## src/ccs_pkg.sv

```systemverilog
// package: register map, field layout and mode codes of the capture/shutdown unit
`default_nettype none
package ccs_pkg;
   // register byte addresses
   localparam logic [7:0] ADDR_MODE     = 8'h00;
   localparam logic [7:0] ADDR_SHDN     = 8'h04;
   localparam logic [7:0] ADDR_CAPTURE  = 8'h08;
   localparam logic [7:0] ADDR_IRQ_STAT = 8'h0c;
   localparam logic [7:0] ADDR_IRQ_MASK = 8'h10;
   localparam logic [7:0] ADDR_OUTS     = 8'h14;
   // shutdown control field positions
   localparam int SHDN_FLAG_BIT = 7;
   localparam int SRC_LSB       = 4;
   localparam int PSA_LSB       = 2;
   localparam int PSB_LSB       = 0;
   // reset values
   localparam logic [7:0] SHDN_RESET = 8'h00;
   localparam logic [3:0] MODE_RESET = 4'h0;
   // mode codes
   localparam logic [3:0] MODE_OFF    = 4'h0;
   localparam logic [3:0] MODE_CAP_F  = 4'h4;
   localparam logic [3:0] MODE_CAP_R1 = 4'h5;
   localparam logic [3:0] MODE_CAP_R4 = 4'h6;
   localparam logic [3:0] MODE_CAP_R16 = 4'h7;
   // shutdown source codes
   localparam logic [2:0] SRC_NONE = 3'h0;
   localparam logic [2:0] SRC_CMP  = 3'h1;
   localparam logic [2:0] SRC_FLT  = 3'h4;
   localparam logic [2:0] SRC_EITHER = 3'h5;
   localparam logic [2:0] SRC_EITHER2 = 3'h7;
   // interrupt status bits
   localparam int IRQ_CAPTURE = 0;
   localparam int IRQ_SHDN    = 1;
   // axi responses
   localparam logic [1:0] RESP_OKAY   = 2'h0;
   localparam logic [1:0] RESP_SLVERR = 2'h2;
endpackage
`default_nettype wire

```

## src/ccs_edge_div.sv

```systemverilog
// edge prescaler: pulses on the selected edge, every n-th rising edge
`default_nettype none
module ccs_edge_div
   import ccs_pkg::*;
(
   input  wire logic       aclk,
   input  wire logic       aresetn,
   input  wire logic       clear,
   input  wire logic [3:0] mode,
   input  wire logic       pin,
   output logic            fire
);
   logic       pin_q;
   logic [3:0] cnt;
   logic [3:0] next_cnt;
   logic       next_fire;
   logic       rise;
   logic       fall;

   // edge detect and prescale count
   always_comb begin
      rise = pin & ~pin_q;
      fall = ~pin & pin_q;
      next_cnt = cnt;
      next_fire = 1'b0;
      if (clear) begin
         next_cnt = 4'h0;
      end else if (mode == MODE_CAP_F) begin
         next_fire = fall;
      end else if (mode == MODE_CAP_R1) begin
         next_fire = rise; // RQ2
      end else if (mode == MODE_CAP_R4 && rise) begin
         next_cnt = (cnt == 4'h3) ? 4'h0 : cnt + 4'h1;
         next_fire = (cnt == 4'h3); // RQ1
      end else if (mode == MODE_CAP_R16 && rise) begin
         next_cnt = cnt + 4'h1;
         next_fire = (cnt == 4'hf); // RQ14
      end
   end

   // register edge state
   always_ff @(posedge aclk) begin
      if (!aresetn) begin
         pin_q <= 1'b0;
         cnt   <= 4'h0;
         fire  <= 1'b0;
      end else begin
         pin_q <= pin;
         cnt   <= next_cnt;
         fire  <= next_fire;
      end
   end
endmodule
`default_nettype wire

```

## src/ccs_top.sv

```systemverilog
// capture unit with pwm output polarity and auto-shutdown, axi4-lite slave
`default_nettype none
//
// Contract
// [RQ1] mode 0110 captures every fourth rising edge
// [RQ2] mode 0101 captures every rising edge
// [RQ3] shutdown event sets flag, outputs to shutdown
// [RQ4] flag clear means outputs drive normally
// [RQ5] source 101: fault low or comparator low
// [RQ6] source 001: comparator low only
// [RQ7] output a: 1x tri-state, 01 high
// [RQ8] output b: 01 drives high
// [RQ9] source 000 never shuts down
// [RQ10] source 100: fault pin low only
// [RQ11] source 111: fault low or comparator low
// [RQ12] field 00 drives output low
// [RQ13] modes 11xx set pwm polarities a, b
// [RQ14] mode 0000 off/reset; 0111 every sixteenth
module ccs_top
   import ccs_pkg::*;
#(
   parameter int TW = 16
)(
   input  wire logic          aclk,
   input  wire logic          aresetn,
   input  wire logic [7:0]    s_axi_awaddr,
   input  wire logic          s_axi_awvalid,
   output logic               s_axi_awready,
   input  wire logic [31:0]   s_axi_wdata,
   input  wire logic [3:0]    s_axi_wstrb,
   input  wire logic          s_axi_wvalid,
   output logic               s_axi_wready,
   output logic [1:0]         s_axi_bresp,
   output logic               s_axi_bvalid,
   input  wire logic          s_axi_bready,
   input  wire logic [7:0]    s_axi_araddr,
   input  wire logic          s_axi_arvalid,
   output logic               s_axi_arready,
   output logic [31:0]        s_axi_rdata,
   output logic [1:0]         s_axi_rresp,
   output logic               s_axi_rvalid,
   input  wire logic          s_axi_rready,
   input  wire logic [TW-1:0] timer_value,
   input  wire logic          capture_in,
   input  wire logic          pwm_raw,
   input  wire logic          fault_input_pin,
   input  wire logic          analog_comparator_out,
   output logic               modulated_output_a,
   output logic               modulated_output_a_oe,
   output logic               modulated_output_b,
   output logic               modulated_output_b_oe,
   output logic               irq
);
   logic [3:0]    unit_mode_select;
   logic [7:0]    shdn;
   logic [TW-1:0] cap_val;
   logic [1:0]    irq_stat;
   logic [1:0]    irq_mask;
   logic [3:0]    next_mode;
   logic [7:0]    next_shdn;
   logic [TW-1:0] next_cap;
   logic [1:0]    next_stat;
   logic [1:0]    next_mask;
   logic          aw_hold;
   logic          w_hold;
   logic [7:0]    aw_addr;
   logic [31:0]   w_data;
   logic [3:0]    w_strb;
   logic          next_aw_hold;
   logic          next_w_hold;
   logic [7:0]    next_aw_addr;
   logic [31:0]   next_w_data;
   logic [3:0]    next_w_strb;
   logic          next_bvalid;
   logic          next_rvalid;
   logic [1:0]    next_bresp;
   logic [1:0]    next_rresp;
   logic [31:0]   next_rdata;
   logic          next_awready;
   logic          next_wready;
   logic          next_arready;
   logic          wr_go;
   logic          wr_ok;
   logic          rd_ok;
   logic [31:0]   rd_word;
   logic          cap_fire;
   logic          shdn_trig;
   logic          shutdown_event_flag;
   logic [2:0]    shutdown_source_select;
   logic [1:0]    pin_a_shutdown_state;
   logic [1:0]    pin_b_shutdown_state;
   logic          next_oa;
   logic          next_oa_oe;
   logic          next_ob;
   logic          next_ob_oe;
   logic          next_irq;
   logic          pol_a;
   logic          pol_b;
   logic          pwm_mode;

   assign shutdown_event_flag    = shdn[SHDN_FLAG_BIT];
   assign shutdown_source_select = shdn[SRC_LSB +: 3];
   assign pin_a_shutdown_state   = shdn[PSA_LSB +: 2];
   assign pin_b_shutdown_state   = shdn[PSB_LSB +: 2];

   // capture edge prescaler
   ccs_edge_div u_div (
      .aclk    (aclk),
      .aresetn (aresetn),
      .clear   (unit_mode_select == MODE_OFF), // RQ14
      .mode    (unit_mode_select),
      .pin     (capture_in),
      .fire    (cap_fire)
   );

   // shutdown source selection
   always_comb begin
      unique case (shutdown_source_select)
         SRC_NONE:    shdn_trig = 1'b0; // RQ9
         SRC_CMP:     shdn_trig = ~analog_comparator_out; // RQ6
         SRC_FLT:     shdn_trig = ~fault_input_pin; // RQ10
         SRC_EITHER:  shdn_trig = ~fault_input_pin
                                  | ~analog_comparator_out; // RQ5
         SRC_EITHER2: shdn_trig = ~fault_input_pin
                                  | ~analog_comparator_out; // RQ11
         // reserved source codes never shut the outputs down
         default:     shdn_trig = 1'b0;
      endcase
   end

   // axi write channel capture and read decode
   always_comb begin
      next_aw_hold = aw_hold;
      next_aw_addr = aw_addr;
      next_w_hold  = w_hold;
      next_w_data  = w_data;
      next_w_strb  = w_strb;
      // address and data halves may arrive in either order
      if (s_axi_awvalid && s_axi_awready) begin
         next_aw_hold = 1'b1;
         next_aw_addr = s_axi_awaddr;
      end
      if (s_axi_wvalid && s_axi_wready) begin
         next_w_hold = 1'b1;
         next_w_data = s_axi_wdata;
         next_w_strb = s_axi_wstrb;
      end
      // a write commits only once both halves are held
      wr_go = aw_hold && w_hold && !s_axi_bvalid;
      if (wr_go) begin
         next_aw_hold = 1'b0;
         next_w_hold  = 1'b0;
      end
      // readies stay low until the response has been taken
      next_awready = !next_aw_hold && !(wr_go || s_axi_bvalid);
      next_wready  = !next_w_hold && !(wr_go || s_axi_bvalid);
      // unmapped or read-only targets answer with an error, no effect
      wr_ok = (aw_addr == ADDR_MODE) || (aw_addr == ADDR_SHDN)
              || (aw_addr == ADDR_IRQ_STAT) || (aw_addr == ADDR_IRQ_MASK);
      next_bvalid = s_axi_bvalid;
      next_bresp  = s_axi_bresp;
      if (s_axi_bvalid && s_axi_bready) begin
         next_bvalid = 1'b0;
      end
      if (wr_go) begin
         next_bvalid = 1'b1;
         next_bresp  = wr_ok ? RESP_OKAY : RESP_SLVERR;
      end
      // read data is registered on the same edge that takes the address
      rd_ok = 1'b1;
      unique case (s_axi_araddr)
         ADDR_MODE:     rd_word = {28'h0, unit_mode_select};
         ADDR_SHDN:     rd_word = {24'h0, shdn};
         ADDR_CAPTURE:  rd_word = 32'(cap_val);
         ADDR_IRQ_STAT: rd_word = {30'h0, irq_stat};
         ADDR_IRQ_MASK: rd_word = {30'h0, irq_mask};
         ADDR_OUTS:     rd_word = {28'h0, modulated_output_b_oe,
                           modulated_output_b, modulated_output_a_oe,
                           modulated_output_a};
         default: begin
            rd_word = 32'h0;
            rd_ok   = 1'b0;
         end
      endcase
      next_rvalid  = s_axi_rvalid;
      next_rdata   = s_axi_rdata;
      next_rresp   = s_axi_rresp;
      if (s_axi_rvalid && s_axi_rready) begin
         next_rvalid = 1'b0;
      end
      if (s_axi_arvalid && s_axi_arready) begin
         next_rvalid = 1'b1;
         next_rdata  = rd_word;
         next_rresp  = rd_ok ? RESP_OKAY : RESP_SLVERR;
      end
      // one read at a time: refuse addresses while data is pending
      next_arready = !next_rvalid && !(s_axi_arvalid && s_axi_arready);
   end

   // register file next state
   always_comb begin
      next_mode = unit_mode_select;
      next_shdn = shdn;
      next_mask = irq_mask;
      next_stat = irq_stat;
      next_cap  = cap_val;
      // writes with the low byte lane off are dropped
      if (wr_go && w_strb[0]) begin
         unique case (aw_addr)
            ADDR_MODE:     next_mode = w_data[3:0];
            ADDR_SHDN:     next_shdn = w_data[7:0];
            ADDR_IRQ_STAT: next_stat = irq_stat & ~w_data[1:0];
            ADDR_IRQ_MASK: next_mask = w_data[1:0];
            default:       next_mode = unit_mode_select;
         endcase
      end
      // off mode holds the captured value at zero; it wins over capture events
      if (unit_mode_select == MODE_OFF) begin
         next_cap = '0; // RQ14
      end else if (cap_fire) begin
         next_cap = timer_value; // RQ1
         next_stat[IRQ_CAPTURE] = 1'b1;
      end
      // hardware set wins over a software clear of the flag
      if (shdn_trig) begin
         next_shdn[SHDN_FLAG_BIT] = 1'b1; // RQ3
         next_stat[IRQ_SHDN] = 1'b1;
      end
   end

   // pin drive: normal pwm or shutdown state
   always_comb begin
      pwm_mode = unit_mode_select[3:2] == 2'h3;
      pol_a = unit_mode_select[1]; // RQ13
      pol_b = unit_mode_select[0]; // RQ13
      // outside the pwm modes both pins are low and released while the shutdown flag is clear
      next_oa    = pwm_mode & (pwm_raw ^ pol_a);
      next_ob    = pwm_mode & (pwm_raw ^ pol_b);
      next_oa_oe = pwm_mode;
      next_ob_oe = pwm_mode;
      // shutdown state holds until software clears the flag
      if (shutdown_event_flag) begin // RQ4
         next_oa_oe = ~pin_a_shutdown_state[1]; // RQ7
         next_oa    = ~pin_a_shutdown_state[1]
                      & pin_a_shutdown_state[0]; // RQ12
         next_ob_oe = ~pin_b_shutdown_state[1];
         next_ob    = ~pin_b_shutdown_state[1]
                      & pin_b_shutdown_state[0]; // RQ8
      end
      // irq follows status and mask in the same cycle as the status
      next_irq = |(next_stat & next_mask);
   end

   // state registers
   always_ff @(posedge aclk) begin
      if (!aresetn) begin
         unit_mode_select      <= MODE_RESET;
         shdn                  <= SHDN_RESET;
         cap_val               <= '0;
         irq_stat              <= 2'h0;
         irq_mask              <= 2'h0;
         aw_hold               <= 1'b0;
         w_hold                <= 1'b0;
         aw_addr               <= 8'h00;
         w_data                <= 32'h0;
         w_strb                <= 4'h0;
         s_axi_awready         <= 1'b0;
         s_axi_wready          <= 1'b0;
         s_axi_arready         <= 1'b0;
         s_axi_bvalid          <= 1'b0;
         s_axi_bresp           <= RESP_OKAY;
         s_axi_rvalid          <= 1'b0;
         s_axi_rdata           <= 32'h0;
         s_axi_rresp           <= RESP_OKAY;
         modulated_output_a    <= 1'b0;
         modulated_output_a_oe <= 1'b0;
         modulated_output_b    <= 1'b0;
         modulated_output_b_oe <= 1'b0;
         irq                   <= 1'b0;
      end else begin
         unit_mode_select      <= next_mode;
         shdn                  <= next_shdn;
         cap_val               <= next_cap;
         irq_stat              <= next_stat;
         irq_mask              <= next_mask;
         aw_hold               <= next_aw_hold;
         w_hold                <= next_w_hold;
         aw_addr               <= next_aw_addr;
         w_data                <= next_w_data;
         w_strb                <= next_w_strb;
         s_axi_awready         <= next_awready;
         s_axi_wready          <= next_wready;
         s_axi_arready         <= next_arready;
         s_axi_bvalid          <= next_bvalid;
         s_axi_bresp           <= next_bresp;
         s_axi_rvalid          <= next_rvalid;
         s_axi_rdata           <= next_rdata;
         s_axi_rresp           <= next_rresp;
         modulated_output_a    <= next_oa;
         modulated_output_a_oe <= next_oa_oe;
         modulated_output_b    <= next_ob;
         modulated_output_b_oe <= next_ob_oe;
         irq                   <= next_irq;
      end
   end
endmodule
`default_nettype wire

```

## config.mk

```make
export PLATFORM = sky130hd
export DESIGN_NAME = ccs_top
export DESIGN_NICKNAME = d
export VERILOG_FILES = /design/src/ccs_pkg.sv /design/src/ccs_edge_div.sv /design/src/ccs_top.sv
export SDC_FILE = /design/constraint.sdc
export NUM_CORES = 1
export LEC_CHECK = 0
export BUFFER_PORTS_ARGS = -buffer_cell sky130_fd_sc_hd__buf_2
export CAP_MARGIN = 0
export CORE_ASPECT_RATIO = 2
export CORE_UTILIZATION = 35
export DETAILED_ROUTE_END_ITERATION = 12
export PLACE_DENSITY = 0.61
export SYNTH_ARGS = -nofsm -noshare
export SYNTH_HDL_FRONTEND = slang
export SYNTH_SLANG_ARGS = --single-unit
```

## constraint.sdc

```tcl
create_clock -name aclk -period 2.8 [get_ports aclk]
set_clock_uncertainty 0.2 [all_clocks]
set_input_delay 0.56 -clock aclk [delete_from_list [all_inputs] [get_ports aclk]]
set_output_delay 0.56 -clock aclk [all_outputs]
set_load 0.03 [all_outputs]
```

## Word level (Yosys, flattened, before mapping)

Cells that the tools add are included.

| operators by class | value |
|---|---|
| add/sub/neg operators | 1 |
| equality and inequality tests | 19 |
| muxes and demuxes | 34 |
| bitwise logic cells | 21 |
| reduce and logical (&&, ||, !) cells | 38 |

Operators by type and width:

| kind | number |
|---|---|
| case mux 16 bit (6 select lines) | 1 |
| equality test 8 x 4 -> 1 bit, second input constant | 3 |
| equality test 8 x 5 -> 1 bit, second input constant | 3 |
| 2-to-1 mux 1 bit | 21 |
| equality test 4 x 3 -> 1 bit, second input constant | 4 |
| equality test 8 x 3 -> 1 bit, second input constant | 2 |
| logical NOT 8 bit | 2 |
| 2-to-1 mux 8 bit | 2 |
| logical AND 1 bit | 13 |
| 2-to-1 mux 2 bit | 6 |
| 2-to-1 mux 4 bit | 3 |
| equality test 3 bit, second input constant | 3 |
| inverter 1 bit | 9 |
| nonzero test 2 bit | 4 |
| bitwise AND 1 bit | 6 |
| logical NOT 1 bit | 6 |
| AND reduction 2 bit | 3 |
| OR reduction 2 bit | 3 |
| OR reduction 6 bit | 1 |
| adder 4 x 1 -> 4 bit, second input constant | 1 |
| bitwise AND 2 bit | 2 |
| equality test 4 x 2 -> 1 bit, second input constant | 1 |
| equality test 4 bit, second input constant | 1 |
| logical NOT 4 bit | 1 |
| 8 further kinds | 12 |

| storage, ports and cells | value |
|---|---|
| register bits after elaboration | 103 |
| input bits | 79 |
| output and inout bits | 46 |
| logic and storage cells | 140 |

## Longest topological paths before layout

| depth | value |
|---|---|
| word-level depth | 8 |
| mapped depth | 6 |
| mapped depth without buffers | 5 |

## Hierarchy

From an unflattened synthesis, not the netlist that was laid out.

| unflattened totals | value |
|---|---|
| cell total of the unflattened synthesis | 409 |
| area, all modules | 3,662.3 um^2 |

By module, submodules not included:

| module | times used | cells each | area each (um^2) | sequential area each (um^2) |
|---|---|---|---|---|
| ccs_top | 1 | 373 | 3,320.7 | 1,581.5 |
| ccs_edge_div | 1 | 36 | 341.6 | 120.1 |

## Least setup slack after synthesis

No wires, ideal clock.

| timing | value |
|---|---|
| path type | register to register |
| start point | register aw_addr[1] |
| end point | register irq |
| data arrival time | 1.898 ns |
| data required time | 2.508 ns |
| slack | 0.610 ns |
| cell stages (with the launch flop) | 5 |
| path buffers | 0 |
| period minus slack after synthesis | 2.190 ns |
| cell sequence | dfxtp_1 > or4_4 > nor4_1 > mux2_2 > o32ai_1 |

| on the way | value |
|---|---|
| word-level cells in the longest chain between the ends | 7 |
| elaborated cells between the ends (all ways) | 11 |
| those cells by class | eq/ne: 2; mux: 7; bitwise: 1; reduce/logical: 1 |

Ends and longest elaborated chain:

| element | RTL line | text |
|---|---|---|
| from (decl) | ccs_top.sv:66 | `logic [7:0] aw_addr;` |
| from (signal assigned) | ccs_top.sv:288 | `aw_addr <= next_aw_addr;` |
| equality test 8 x 4 -> 1 bit | ccs_top.sv:209 | `unique case (aw_addr)` |
| 2-to-1 mux 2 bit | ccs_top.sv:209 |  |
| 2-to-1 mux 2 bit | ccs_top.sv:208 | `if (wr_go && w_strb[0]) begin` |
| 2-to-1 mux 1 bit | ccs_top.sv:220 | `end else if (cap_fire) begin` |
| 2-to-1 mux 1 bit | ccs_top.sv:218 | `if (unit_mode_select == MODE_OFF) begin` |
| bitwise AND 2 bit * | ccs_top.sv:251 | `next_irq = \|(next_stat & next_mask);` |
| OR reduction 2 bit * | ccs_top.sv:251 |  |
| to (signal assigned) | ccs_top.sv:303 | `irq <= next_irq;` |
| to (decl) | ccs_top.sv:52 | `output logic irq` |

Every way passes the cells marked *; elsewhere a longest branch is shown, timed or not.
A chain may end at the register's enable or synchronous reset.

## Worst setup path in the final report

Same ends and word-level chain as after synthesis.

==> results by group <==
Run status
  – Status: finished, final reports clean

Clock network
  – # clock sinks: 85
  – CTS tree: yes
  – CTS Root Cell: clkbuf_16
  – Longest Clk Path Bufs: 2
  – Total CTS buffers: 9
  – Postcts setup bufs: 0
  – Post-CTS Resized: 0
  – H-Tree Depth: 3
  – Hold buffer count at cts: 0
  – Reg clk slew, reported paths: 60 ps
  – Clock insertion delay at the later pin of the skew report: 330 ps

Route
  – Iter 0 DRT Violations: 132
  – Initial DRT Pass Iterations: 4
  – Vias/cell: 5.04
  – Drt wl/cell: 14.4 um
  – Routed WL: 8760 um
  – DRT antenna net count: 0
  – DRC Markers: 0
  – Vias: 3061

Finish
  – Ant. Diodes: 0
  – Layout cell share with drive strength beyond 1: 23.5%
  – Fillers: 1054
  – Area Overhead vs Synth: 19.3%
  – Register area: 0.00170 sq mm
  – Final nets: 547
  – Leading cell type in the layout, fill and taps excluded: dfxtp_1
  – Multi-input logic area: 0.00175 sq mm
  – Most frequent cells in the layout: 85 x dfxtp_1, 79 x buf_2, 43 x nand2_1
  – Core Util, Final: 42.9%
  – Finished Layout Cells: 607

STA
  – Hold Violations, Final: 0
  – Hold slack: 244 ps
  – Final setup TNS: 0 ps
  – Unrepaired setup endpoints after global routing: false
  – FMAX: 411 MHz
  – Min Tclk post-route: 2440 ps
  – Setup Viol. Count Final: 0
  – Period utilisation layout: 87.0%
  – Max transition margin: 60.1%
  – Slew Limit Fails: 0
  – Tightest Pin Transition: 594 ps

Logic synthesis
  – Ys flop type: dfxtp_1
  – Synth top area share: 46.6%
  – Gate Count Post-Synth: 398
  – Netlist Area Pre-Place: 0.00365 sq mm
  – Syn_area_per_cell: 9.17 sq um
  – Area leader, netlist: dfxtp_1
  – Number of synthesized flops with an enable pin: 0
  – Largest cells by area after synthesis: dfxtp_1 47%, mux2i_1 6.9%, a21oi_1 4.7%
  – Sequential element share of the synthesized area: 46.6%
  – Async set-reset flop share out of synthesis: 0%
  – YS warnings: 0
  – Yosys reg bits: 85
  – Synth cell types: 47

Critical path
  – R2r worst-path depth: 4
  – Maximum fanout along the worst path: 5
  – Reg2reg start: aw_addr[1]
  – Reg-to-Reg End: irq
  – Critical path launch point: aw_addr[1]
  – Crit path DAT: 2470 ps
  – CP required: 2840 ps
  – Worst Setup Start Kind: flop
  – Setup crit end: irq
  – Critical path type: reg -> reg
  – Critical path capture point type: flop
  – R2R setup slack: 360 ps

Die
  – Initial Utilization: 36.0%
  – Die W: 74.2 um
  – Core Box Area: 0.0101 sq mm
  – Full die area: 0.0109 sq mm
  – Io pins: 125
  – Rows: 52
  – Die Y: 146 um

Placed design
  – Post-DP HPWL: 6660 um
  – GP Congestion: 0.793
  – Placed cells: 591
  – IO buf count: 79

Power and ir drop
  – Reg power frac: 49.5%
  – Int Pwr: 1.94 mW
  – Power per Cell Area: 583 mW/mm^2
  – Switching Share: 23.5%
  – Maximum vdd ir drop: 0.310 mV
  – Leakage: 1.69 nW
  – Power share of the clock group: 43.3%
  – Comb pwr share: 7.3%
  – Switching power: 0.598 mW

GRT
  – All-Layer GR Usage: 17.2%
  – GRT overflow: 0
  – Pin count of the biggest net entering global routing: 50
  – First-pass GRT wire length: 14000 um
  – Antenna violations before repair: 0
  – Vias in the first global route: 3005

Worst hold path
  – Worst hold path class: reg -> reg
  – Hold Crit Depth: 2

Job
  – Max-cap viol count: 0
[per-layer routing]
metal  part of all wire, %  wire, um  GRT usage [%]  up-vias
met5                     0         0              0        -
met4                   4.5       397           11.0        0
met3                   4.6       399           3.80       25
li1                      -         -              -     1505
met2                    55      4800           31.1      111
met1                    36      3170           16.7     1420
[worst min path at each step]
stage                               start             end  slack, ps
after detailed placement   s_axi_rdata[0]  s_axi_rdata[0]        240
after CTS                      capture_in     u_div.pin_q        250
final                      s_axi_rdata[0]  s_axi_rdata[0]        240
after global routing      s_axi_awaddr[5]      aw_addr[5]        260
after global placement     s_axi_rdata[0]  s_axi_rdata[0]        240
after floorplan                aw_addr[7]      aw_addr[7]        240
[critical path, cell delays in order, from the launching register on]
cell and delay [ps]:
dfxtp_1 310, or4_4 580, nor4_1 570, mux2_2 420, o32ai_1 270
[power by group through the flow]
| stage | Clock, mW | Sequential, mW | Combinational [mW] |
|---|---|---|---|
| floorplan | 0 | 1.28 | 0.134 |
| global placement | 0 | 1.28 | 0.185 |
| detailed placement | 0 | 1.28 | 0.186 |
| CTS | 1.12 | 1.26 | 0.187 |
| global route | 1.18 | 1.26 | 0.204 |
| finish | 1.10 | 1.26 | 0.185 |
[state kept, by name (all words and copies together) (netlist names), 4 cells and up]
register,cells
u_div.cnt,4
shdn,8
w_data,8
aw_addr,8
unit_mode_select,4
cap_val,16
s_axi_rdata,16
[final cells by class]
cell class                 instances  area share (%)
timing repair buffer              83            9.77
clock inverter                     3           0.460
multi-input combinational        281            40.2
inverter                           7           0.603
tap                              135            3.88
clock buffer                      13            5.98
sequential                        85            39.1
[synth_stat cells (8+ instances only)]
cell type	instances
a21oi_1	34
a22o_1	10
a22oi_1	11
buf_4	18
clkbuf_1	21
dfxtp_1	85
mux2i_1	25
nand2_1	43
nand2b_1	8
nand3_1	13
nand4b_1	11
nor2_1	39
o21ai_0	8
[through the flow]
step,worst slack (ps),instance area [sq um],total power [mW]
after CTS,374,4350,2.57
after floorplan,610,3710,1.42
after global routing,289,4350,2.64
after global placement,430,4070,1.47
final,364,4350,2.54
after detailed placement,402,4070,1.47
[cell families after synthesis]
group | share of synthesized area, %
xor gates and xnor gates | 0.960
adders and majority gates | 0.343
AOI/OAI and AO/OA | 13.9
and+or+nand+nor | 21.7
DFF | 46.6
other | 0.103
muxes | 9.32
buffers and inverters | 7.13
Power figures use the tool's default switching activity.
